## src/watch_corr_defs.svh

```systemverilog
// constants for the watch error correction block
`ifndef WATCH_CORR_DEFS_SVH
`define WATCH_CORR_DEFS_SVH
// register index, the byte address derived from it, and the status byte address
`define WATCH_CORR_INDEX 22'h0f_ff99
`define WATCH_CORR_ADDR (`WATCH_CORR_INDEX << 2)
`define WATCH_STATUS_ADDR 22'h3f_fe80
`define WATCH_ADDR_W 22
// correction register layout and reset value
`define WATCH_CORR_RESET 8'h00
`define WATCH_CORR_SEL_BIT 7
`define WATCH_CORR_SIGN_BIT 6
`define WATCH_CORR_MAG_MSB 5
// sub-second reference rollover count
`define SUBSEC_REF_COUNT 16'h7fff
`define SUBSEC_W 16
// seconds values that select a corrected second, and the last bcd seconds digits, bcd
`define SEC_MARK_00 8'h00
`define SEC_MARK_20 8'h20
`define SEC_MARK_40 8'h40
`define SEC_LAST_LOW 4'h9
`define SEC_LAST_HIGH 4'h5
// axi response codes
`define AXI_RESP_OKAY 2'h0
`define AXI_RESP_SLVERR 2'h2
`endif

```

## src/watch_corr_pkg.sv

```systemverilog
// types shared by the watch error correction block
package watch_corr_pkg;
   // fields of the correction register
   typedef struct packed {
      logic interval_select;
      logic sign;
      logic [5:0] magnitude;
   } corr_fields_s;
   // result of the rollover computation
   typedef struct packed {
      logic corrected;
      logic [15:0] limit;
   } rollover_s;
endpackage

```

## src/rtc_rollover_calc.sv

```systemverilog
// rollover count for the current second from the correction setting
`timescale 1ns/1ps
`include "watch_corr_defs.svh"
module rtc_rollover_calc (
   // correction setting and current second
   input wire watch_corr_pkg::corr_fields_s fields,
   input wire logic [7:0] seconds_value,
   // resulting rollover count
   output watch_corr_pkg::rollover_s result
);
   logic marked;
   logic active;
   logic [5:0] steps;
   logic [15:0] delta;

   // choose whether this second is one selected for correction
   always_comb begin
      if (fields.interval_select) begin
         marked = (seconds_value == `SEC_MARK_00);
      end else begin
         marked = (seconds_value == `SEC_MARK_00) || (seconds_value == `SEC_MARK_20)
                  || (seconds_value == `SEC_MARK_40);
      end
      // magnitude bits five to one all zero means no correction
      active = marked && (fields.magnitude[5:1] != 5'h00);
   end

   // signed adjustment in steps of two; range 2..124 either way
   always_comb begin
      if (fields.sign) begin
         steps = 6'(~fields.magnitude + 6'h01);
      end else begin
         steps = 6'(fields.magnitude - 6'h01);
      end
      delta = {9'h000, steps, 1'b0};
      result.corrected = active;
      if (!active) begin
         result.limit = `SUBSEC_REF_COUNT;
      end else if (fields.sign) begin
         result.limit = 16'(`SUBSEC_REF_COUNT - delta);
      end else begin
         result.limit = 16'(`SUBSEC_REF_COUNT + delta);
      end
   end
endmodule

```

## src/rtc_watch_error_correction.sv

```systemverilog
// watch error correction: sub-second and seconds counting with axi4-lite registers
// Summary of operation
// - uncorrected, sub-second counter rolls into seconds at reference count 7FFFH.
// - any reset clears the correction register to 00H.
// - correction register is accessed only as a whole 8-bit unit.
// - interval select 0 corrects at seconds 00, 20 and 40.
// - interval select 1 corrects only at second 00.
// - sign 0 lengthens the second by (magnitude minus one) times two.
// - sign 1 shortens the second by (inverted magnitude plus one) times two.
// - magnitude bits five to one all zero means no correction at all.
//
// Decided for this implementation: the AXI4-Lite interface to the registers.
`timescale 1ns/1ps
`include "watch_corr_defs.svh"
module rtc_watch_error_correction (
   // clock and reset
   input wire logic core_clk,
   input wire logic reset,
   // counting source, one pulse per sub-second count
   input wire logic count_tick,
   // counter outputs
   output logic [7:0] seconds_value,
   output logic second_tick,
   // axi4-lite write address and data
   input wire logic [21:0] s_axi_awaddr,
   input wire logic s_axi_awvalid,
   output logic s_axi_awready,
   input wire logic [31:0] s_axi_wdata,
   input wire logic [3:0] s_axi_wstrb,
   input wire logic s_axi_wvalid,
   output logic s_axi_wready,
   // axi4-lite write response
   output logic [1:0] s_axi_bresp,
   output logic s_axi_bvalid,
   input wire logic s_axi_bready,
   // axi4-lite read
   input wire logic [21:0] s_axi_araddr,
   input wire logic s_axi_arvalid,
   output logic s_axi_arready,
   output logic [31:0] s_axi_rdata,
   output logic [1:0] s_axi_rresp,
   output logic s_axi_rvalid,
   input wire logic s_axi_rready
);
   // registered state, each with its next value, plus the combinational rollover result and do_write
   watch_corr_pkg::corr_fields_s watch_correction_reg, watch_correction_next;
   watch_corr_pkg::rollover_s rollover;
   logic [15:0] subsecond_counter_reg, subsecond_counter_next;
   logic [7:0] seconds_counter_reg, seconds_counter_next;
   logic second_tick_reg, second_tick_next;
   logic aw_full_reg, aw_full_next;
   logic w_full_reg, w_full_next;
   logic [21:0] aw_addr_reg, aw_addr_next;
   logic [31:0] w_data_reg, w_data_next;
   logic [3:0] w_strb_reg, w_strb_next;
   logic bvalid_reg, bvalid_next;
   logic [1:0] bresp_reg, bresp_next;
   logic rvalid_reg, rvalid_next;
   logic [1:0] rresp_reg, rresp_next;
   logic [31:0] rdata_reg, rdata_next;
   logic do_write;

   // rollover count for the second now in progress
   rtc_rollover_calc calc (
      .fields(watch_correction_reg),
      .seconds_value(seconds_counter_reg),
      .result(rollover)
   );

   // write channels taken independently, committed once both are held
   assign s_axi_awready = !aw_full_reg && !bvalid_reg;
   assign s_axi_wready = !w_full_reg && !bvalid_reg;
   assign do_write = aw_full_reg && w_full_reg && !bvalid_reg;
   assign s_axi_bvalid = bvalid_reg;
   assign s_axi_bresp = bresp_reg;
   // read answer and counter outputs come straight from flip-flops
   assign s_axi_arready = !rvalid_reg;
   assign s_axi_rvalid = rvalid_reg;
   assign s_axi_rresp = rresp_reg;
   assign s_axi_rdata = rdata_reg;
   assign seconds_value = seconds_counter_reg;
   assign second_tick = second_tick_reg;

   // write path and the correction register
   always_comb begin
      aw_full_next = aw_full_reg;
      w_full_next = w_full_reg;
      aw_addr_next = aw_addr_reg;
      w_data_next = w_data_reg;
      w_strb_next = w_strb_reg;
      bvalid_next = bvalid_reg;
      bresp_next = bresp_reg;
      watch_correction_next = watch_correction_reg;
      if (s_axi_awvalid && s_axi_awready) begin
         aw_full_next = 1'b1;
         aw_addr_next = s_axi_awaddr;
      end
      if (s_axi_wvalid && s_axi_wready) begin
         w_full_next = 1'b1;
         w_data_next = s_axi_wdata;
         w_strb_next = s_axi_wstrb;
      end
      // bvalid holds off the next pair, so a commit never meets a clear
      if (do_write) begin
         aw_full_next = 1'b0;
         w_full_next = 1'b0;
         bvalid_next = 1'b1;
         if (aw_addr_reg == `WATCH_CORR_ADDR) begin
            bresp_next = `AXI_RESP_OKAY;
            // only the whole low byte lane updates; other lanes are ignored
            if (w_strb_reg[0]) begin
               watch_correction_next = w_data_reg[7:0];
            end
         end else if (aw_addr_reg == `WATCH_STATUS_ADDR) begin
            bresp_next = `AXI_RESP_OKAY; // status is read-only, write dropped
         end else begin
            bresp_next = `AXI_RESP_SLVERR;
         end
      end else if (bvalid_reg && s_axi_bready) begin
         bvalid_next = 1'b0;
      end
   end

   // write state; reset loads the correction register with its cleared value
   always_ff @(posedge core_clk) begin
      if (reset) begin
         aw_full_reg <= 1'b0;
         w_full_reg <= 1'b0;
         aw_addr_reg <= 22'h00_0000;
         w_data_reg <= 32'h0000_0000;
         w_strb_reg <= 4'h0;
         bvalid_reg <= 1'b0;
         bresp_reg <= `AXI_RESP_OKAY;
         watch_correction_reg <= `WATCH_CORR_RESET;
      end else begin
         aw_full_reg <= aw_full_next;
         w_full_reg <= w_full_next;
         aw_addr_reg <= aw_addr_next;
         w_data_reg <= w_data_next;
         w_strb_reg <= w_strb_next;
         bvalid_reg <= bvalid_next;
         bresp_reg <= bresp_next;
         watch_correction_reg <= watch_correction_next;
      end
   end

   // read path; unmapped addresses answer slverr with zero data
   always_comb begin
      rvalid_next = rvalid_reg;
      rresp_next = rresp_reg;
      rdata_next = rdata_reg;
      // a new read is taken only once the previous answer has gone
      if (s_axi_arvalid && s_axi_arready) begin
         rvalid_next = 1'b1;
         rresp_next = `AXI_RESP_OKAY;
         if (s_axi_araddr == `WATCH_CORR_ADDR) begin
            rdata_next = {24'h00_0000, watch_correction_reg};
         end else if (s_axi_araddr == `WATCH_STATUS_ADDR) begin
            // corrected flag, bcd seconds, sub-second count
            rdata_next = {7'h00, rollover.corrected, seconds_counter_reg,
                          subsecond_counter_reg};
         end else begin
            rdata_next = 32'h0000_0000;
            rresp_next = `AXI_RESP_SLVERR;
         end
      end else if (rvalid_reg && s_axi_rready) begin
         rvalid_next = 1'b0;
      end
   end

   // read answer registers
   always_ff @(posedge core_clk) begin
      if (reset) begin
         rvalid_reg <= 1'b0;
         rresp_reg <= `AXI_RESP_OKAY;
         rdata_reg <= 32'h0000_0000;
      end else begin
         rvalid_reg <= rvalid_next;
         rresp_reg <= rresp_next;
         rdata_reg <= rdata_next;
      end
   end

   // sub-second and bcd seconds counting; limit is re-read every count,
   // so a write during a correction second would corrupt it
   always_comb begin
      subsecond_counter_next = subsecond_counter_reg;
      seconds_counter_next = seconds_counter_reg;
      second_tick_next = 1'b0;
      if (count_tick) begin
         // >= rather than == so a shortened limit below the count still wraps
         if (subsecond_counter_reg >= rollover.limit) begin
            subsecond_counter_next = 16'h0000;
            second_tick_next = 1'b1;
            // bcd carry: units wrap after 9, tens after 5
            if (seconds_counter_reg[3:0] != `SEC_LAST_LOW) begin
               seconds_counter_next = 8'(seconds_counter_reg + 8'h01);
            end else if (seconds_counter_reg[7:4] != `SEC_LAST_HIGH) begin
               seconds_counter_next = {4'(seconds_counter_reg[7:4] + 4'h1), 4'h0};
            end else begin
               seconds_counter_next = `SEC_MARK_00;
            end
         end else begin
            subsecond_counter_next = 16'(subsecond_counter_reg + 16'h0001);
         end
      end
   end

   // counters; second_tick is registered at the same edge as the wrap
   always_ff @(posedge core_clk) begin
      if (reset) begin
         subsecond_counter_reg <= 16'h0000;
         seconds_counter_reg <= 8'h00;
         second_tick_reg <= 1'b0;
      end else begin
         subsecond_counter_reg <= subsecond_counter_next;
         seconds_counter_reg <= seconds_counter_next;
         second_tick_reg <= second_tick_next;
      end
   end
endmodule

```

## config.mk

```make
export PLATFORM = sky130hd
export DESIGN_NAME = rtc_watch_error_correction
export DESIGN_NICKNAME = d
export VERILOG_FILES = /design/src/watch_corr_pkg.sv /design/src/rtc_rollover_calc.sv /design/src/rtc_watch_error_correction.sv
export VERILOG_INCLUDE_DIRS = /design/src
export SDC_FILE = /design/constraint.sdc
export NUM_CORES = 1
export LEC_CHECK = 0
export BUFFER_PORTS_ARGS = -buffer_cell sky130_fd_sc_hd__buf_4
export CORE_MARGIN = 2
export CORE_UTILIZATION = 39
export CTS_BUF_LIST = sky130_fd_sc_hd__clkbuf_4 sky130_fd_sc_hd__clkbuf_8
export DETAILED_ROUTE_END_ITERATION = 6
export SYNTH_ARGS = -nofsm -noshare
export SYNTH_HDL_FRONTEND = slang
export SYNTH_SLANG_ARGS = --single-unit
```

## constraint.sdc

```tcl
create_clock -name core_clk -period 5.4 [get_ports core_clk]
set_clock_uncertainty 0.15 [all_clocks]
set_input_delay 0.54 -clock core_clk [delete_from_list [all_inputs] [get_ports core_clk]]
set_output_delay 0.54 -clock core_clk [all_outputs]
set_load 0.005 [all_outputs]
```

==> results.sh <==
export IMPL_cts_hold_buf=0
export IMPL_groute_usage_overall_pct=16.98
export IMPL_post_synth_top_area_cell="sky130_fd_sc_hd__dfxtp_1"
export IMPL_wl_mm=10.40
export IMPL_power_switching_w=0.0003191
export IMPL_critPathRequiredTime_ns=5.49
export IMPL_layout_worst_path_cycle_share_pct=84.13
export IMPL_drt_initial_drc_count=167
export IMPL_vias=3856
export IMPL_asyncSetResetFlopFracSynth_pct=0
export IMPL_gp_congestion=0.8108
export IMPL_first_global_vias=3718
export IMPL_use_met2_pct=30.18
export IMPL_syn_inst=524
export IMPL_min_path_type="input port to flip-flop"
export IMPL_worst_ep_arrival_time_ns=4.64
export IMPL_drtAntennaViolNets=0
export IMPL_yosys_top_cells_count="sky130_fd_sc_hd__dfxtp_1 (95), sky130_fd_sc_hd__nand2_1 (79), sky130_fd_sc_hd__nor2_1 (71)"
export IMPL_tritoncts_num_sinks=95
export IMPL_num_rows=39
export IMPL_cp_slowest_cell="sky130_fd_sc_hd__a21boi_2"
export IMPL_fp_dieArea_um2=12330
export IMPL_timing_critical_path_to_type="flip-flop"
export IMPL_timing_hold_violations_final=0
export IMPL_cts_htree_levels=3
export IMPL_worst_slew_pin_transition_ns=0.8560
export IMPL_route_detailed_wl_per_inst_um=13.82
export IMPL_fmax_mhz=220.1
export IMPL_clock_tree_from_tritoncts="built"
export IMPL_synth_yosys_seq_area_share_pct=42.55
export IMPL_run_status="complete, no violations"
export IMPL_die_width_um=111.1
export IMPL_grt_util_met1_pct=20.05
export IMPL_final_net_count=713
export IMPL_boundaryPins=138
export IMPL_p_sw_share_pct=24.19
export IMPL_worstSkewPairLatency_ns=0.36
export IMPL_critical_path_reg2reg_endpoint="subsecond_counter_reg[3]$_SDFFE_PP0P_"
export IMPL_most_used_cell_along_the_critical_path="sky130_fd_sc_hd__ha_1"
export IMPL_buffer_ports_inserted=101
export IMPL_post_cts_repair_setup_buffers=0
export IMPL_cts_made_buffers=9
export IMPL_intPower_w=0.0009998
export IMPL_cts_root_to_sink_buffers=2
export IMPL_hold_wc_startpoint="s_axi_awaddr[8]"
export IMPL_critical_path_reg2reg_startpoint="watch_correction_reg[0]$_SDFFE_PP0P_"
export IMPL_die_boundary_height_um=111.1
export IMPL_layout_setup_ws_ns=0.8571
export IMPL_static_leakage_power_nw=2.334
export IMPL_synth_top_flop_cell="sky130_fd_sc_hd__dfxtp_1"
export IMPL_yosys_cell_types_count=56
export IMPL_area_growth_syn_to_layout_pct=21.22
export IMPL_hpwlAfterDp_mm=7.424
export IMPL_pin_count_of_the_biggest_net_entering_global_routing=84
export IMPL_synth_top_area_share_pct=42.55
export IMPL_path_clk_slew_ns=0.09
export IMPL_timing_reg2reg_setup_slack_ns=0.86
export IMPL_floorplan_initialDensity_pct=39.48
export IMPL_syn_area_um2=4469
export IMPL_synth_seq_cells=95
export IMPL_antenna_violations_before_repair=0
export IMPL_root_buffer="sky130_fd_sc_hd__clkbuf_8"
export IMPL_grt_met3_use_pct=4.702
export IMPL_crit_type="flip-flop to flip-flop"
export IMPL_timing_final_crit_period_ns=4.543
export IMPL_detailedRoute_firstPassIterationCount=5
export IMPL_slew_limit_headroom_pct=42.93
export IMPL_yosys_warnings=0
export IMPL_place_worst_setup_slack_ns=0.8721
export IMPL_largest_reg_flops=25
export IMPL_cp_start_kind="flip-flop"
export IMPL_synth_most_common_cell="sky130_fd_sc_hd__dfxtp_1"
export IMPL_syn_avg_cell_area_um2=8.529
export IMPL_share_of_power_burned_in_combinational_logic_pct=8.6
export IMPL_share_seq_of_total_power_pct=55.7
export IMPL_slowest_delay_ns=0.62
export IMPL_maxcap_violations=0
export IMPL_core_um2=11320
export IMPL_max_vdd_ir_drop_v=0.0001426
export IMPL_fin_tns_setup_ns=0
export IMPL_timing_critical_path_fanout_max=15
export IMPL_insertedDiodeCount=0
export IMPL_drt_drc=0
export IMPL_synth_edff_count=0
export IMPL_rsz0062_at_grt="false"
export IMPL_hold_path_cell_count=3
export IMPL_count_of_endpoints_failing_setup_in_the_final_report=0
export IMPL_r2r_worst_path_cells=16
export IMPL_clock_power_share_pct=35.7
export IMPL_globalRouteOverflowTotal=0
export IMPL_slew_viol_final=0
export IMPL_layout_drive_gt1_share_pct=21.64
export IMPL_crit_path_cell_chain="inv_1 -> ha_1 -> xnor2_1 -> nor2b_1 -> nand3_1 -> o21ai_0 -> ha_1 -> mux2i_1 -> nor2_1 -> ha_1 -> nand2_1 -> nor4_1 -> a221oi_1 -> a21boi_2 -> or2_1 -> nor2_1"
export IMPL_worstHoldEndpoint="aw_addr_reg[8]$_SDFFE_PP0P_"
export IMPL_viasPerCell=5.121
export IMPL_post_cts_resize_count=0
export IMPL_top_cells_by_area_synth="sky130_fd_sc_hd__dfxtp_1 (43%), sky130_fd_sc_hd__nand2_1 (6.6%), sky130_fd_sc_hd__nor2_1 (6.0%)"
export IMPL_power_density_relative_to_cell_area_nw_per_um2=243.4
export IMPL_grt_pass1_wl_mm=17.28
export IMPL_global_route_peak_usage_layer="met2"
## critical path: cells and delay by family, from the launching register on
| family | cells | cell delay [ns] |
|---|---|---|
| AOI/OAI and AO/OA | 3 | 1.12 |
| xor gates and xnor gates | 1 | 0.32 |
| adders and majority gates | 3 | 0.83 |
| buffers and inverters | 1 | 0.09 |
| DFF | 1 | 0.50 |
| muxes | 1 | 0.13 |
| and+or+nand+nor | 7 | 1.29 |
## power groups by stage
stage               combinational (W)  clock, W  sequential, W
detailed placement           0.000114         0       0.000751
CTS                          0.000114  0.000488       0.000735
floorplan                   0.0000686         0       0.000748
global placement             0.000112         0       0.000751
global route                 0.000127  0.000509       0.000738
finish                       0.000113  0.000471       0.000735
## per-stage QoR
| step | util (%) | cell area (um2) | cells | hold WS (ns) | power, W |
|---|---|---|---|---|---|
| 3_3_place_gp | 46.13 | 5223 | 738 | 0.2916 | 0.0008624 |
| 4_1_cts | 47.86 | 5418 | 753 | 0.2438 | 0.001337 |
| 5_1_grt | 47.86 | 5418 | 753 | 0.2433 | 0.001374 |
| 6_report | 47.86 | 5418 | 753 | 0.2636 | 0.001319 |
| 3_5_place_dp | 46.13 | 5223 | 738 | 0.2962 | 0.0008652 |
| 2_1_floorplan | - | 4499 | 532 | 0.2823 | 0.0008166 |
## final cells by class
cell class	count	area, um2
clock buffers	10	137.6
clock inverters	5	57.56
fillers	1125	5903
inverters	9	33.78
multi-input cells	389	2342
flip-flops and latches	95	1902
well taps	143	178.9
repair buffers	102	765.7
## placed cells by master, fill, tap and decap left out, drive strengths merged, types with 3 or more instances in the layout
master	synthesis	layout
a21oi	51	51
a222oi	8	8
a22oi	17	17
and3	5	5
buf	16	102
clkbuf	23	10
clkinv	0	3
conb	1	9
dfxtp	95	95
ha	19	19
inv	9	10
mux2i	11	11
nand2	79	79
nand2b	7	7
nand3	13	13
nand4	15	15
nor2	72	72
nor2b	7	7
nor3	6	6
nor4	6	6
o21a	3	3
o21ai	5	5
xnor2	13	13
xor2	14	14
## cells by family after synthesis
group                    count (synthesis)  synth area share, %
AND/OR/NAND/NOR                        225                24.10
XOR/XNOR                                27                5.291
multiplexers                            12                2.716
other                                    1              0.08391
flip-flops                              95                42.55
AO/OA/AOI/OAI                           97                14.22
buffers and inverters                   48                5.711
adder cells (fa/ha/maj)                 19                5.319
## how the worst max path moves through the flow
| stage | start | end | slack [ns] |
|---|---|---|---|
| after floorplan | watch_correction_reg[0]$_SDFFE_PP0P_ | subsecond_counter_reg[10]$_SDFFE_PP0P_ | 1.60 |
| after global placement | watch_correction_reg[0]$_SDFFE_PP0P_ | subsecond_counter_reg[15]$_SDFFE_PP0P_ | 1.02 |
| after detailed placement | watch_correction_reg[0]$_SDFFE_PP0P_ | subsecond_counter_reg[3]$_SDFFE_PP0P_ | 0.87 |
| after CTS | watch_correction_reg[0]$_SDFFE_PP0P_ | subsecond_counter_reg[3]$_SDFFE_PP0P_ | 0.85 |
| after global routing | watch_correction_reg[0]$_SDFFE_PP0P_ | subsecond_counter_reg[6]$_SDFFE_PP0P_ | 0.44 |
| final | watch_correction_reg[0]$_SDFFE_PP0P_ | subsecond_counter_reg[3]$_SDFFE_PP0P_ | 0.86 |
## layer usage
metal  vias to the layer above  routed length (um)
met2                        84                5082
li1                       1956                   -
met4                         0                 112
met5                         -                   0
met1                      1804                4518
met3                        12                 691
Note: power is estimated with default switching activity, not from simulation.
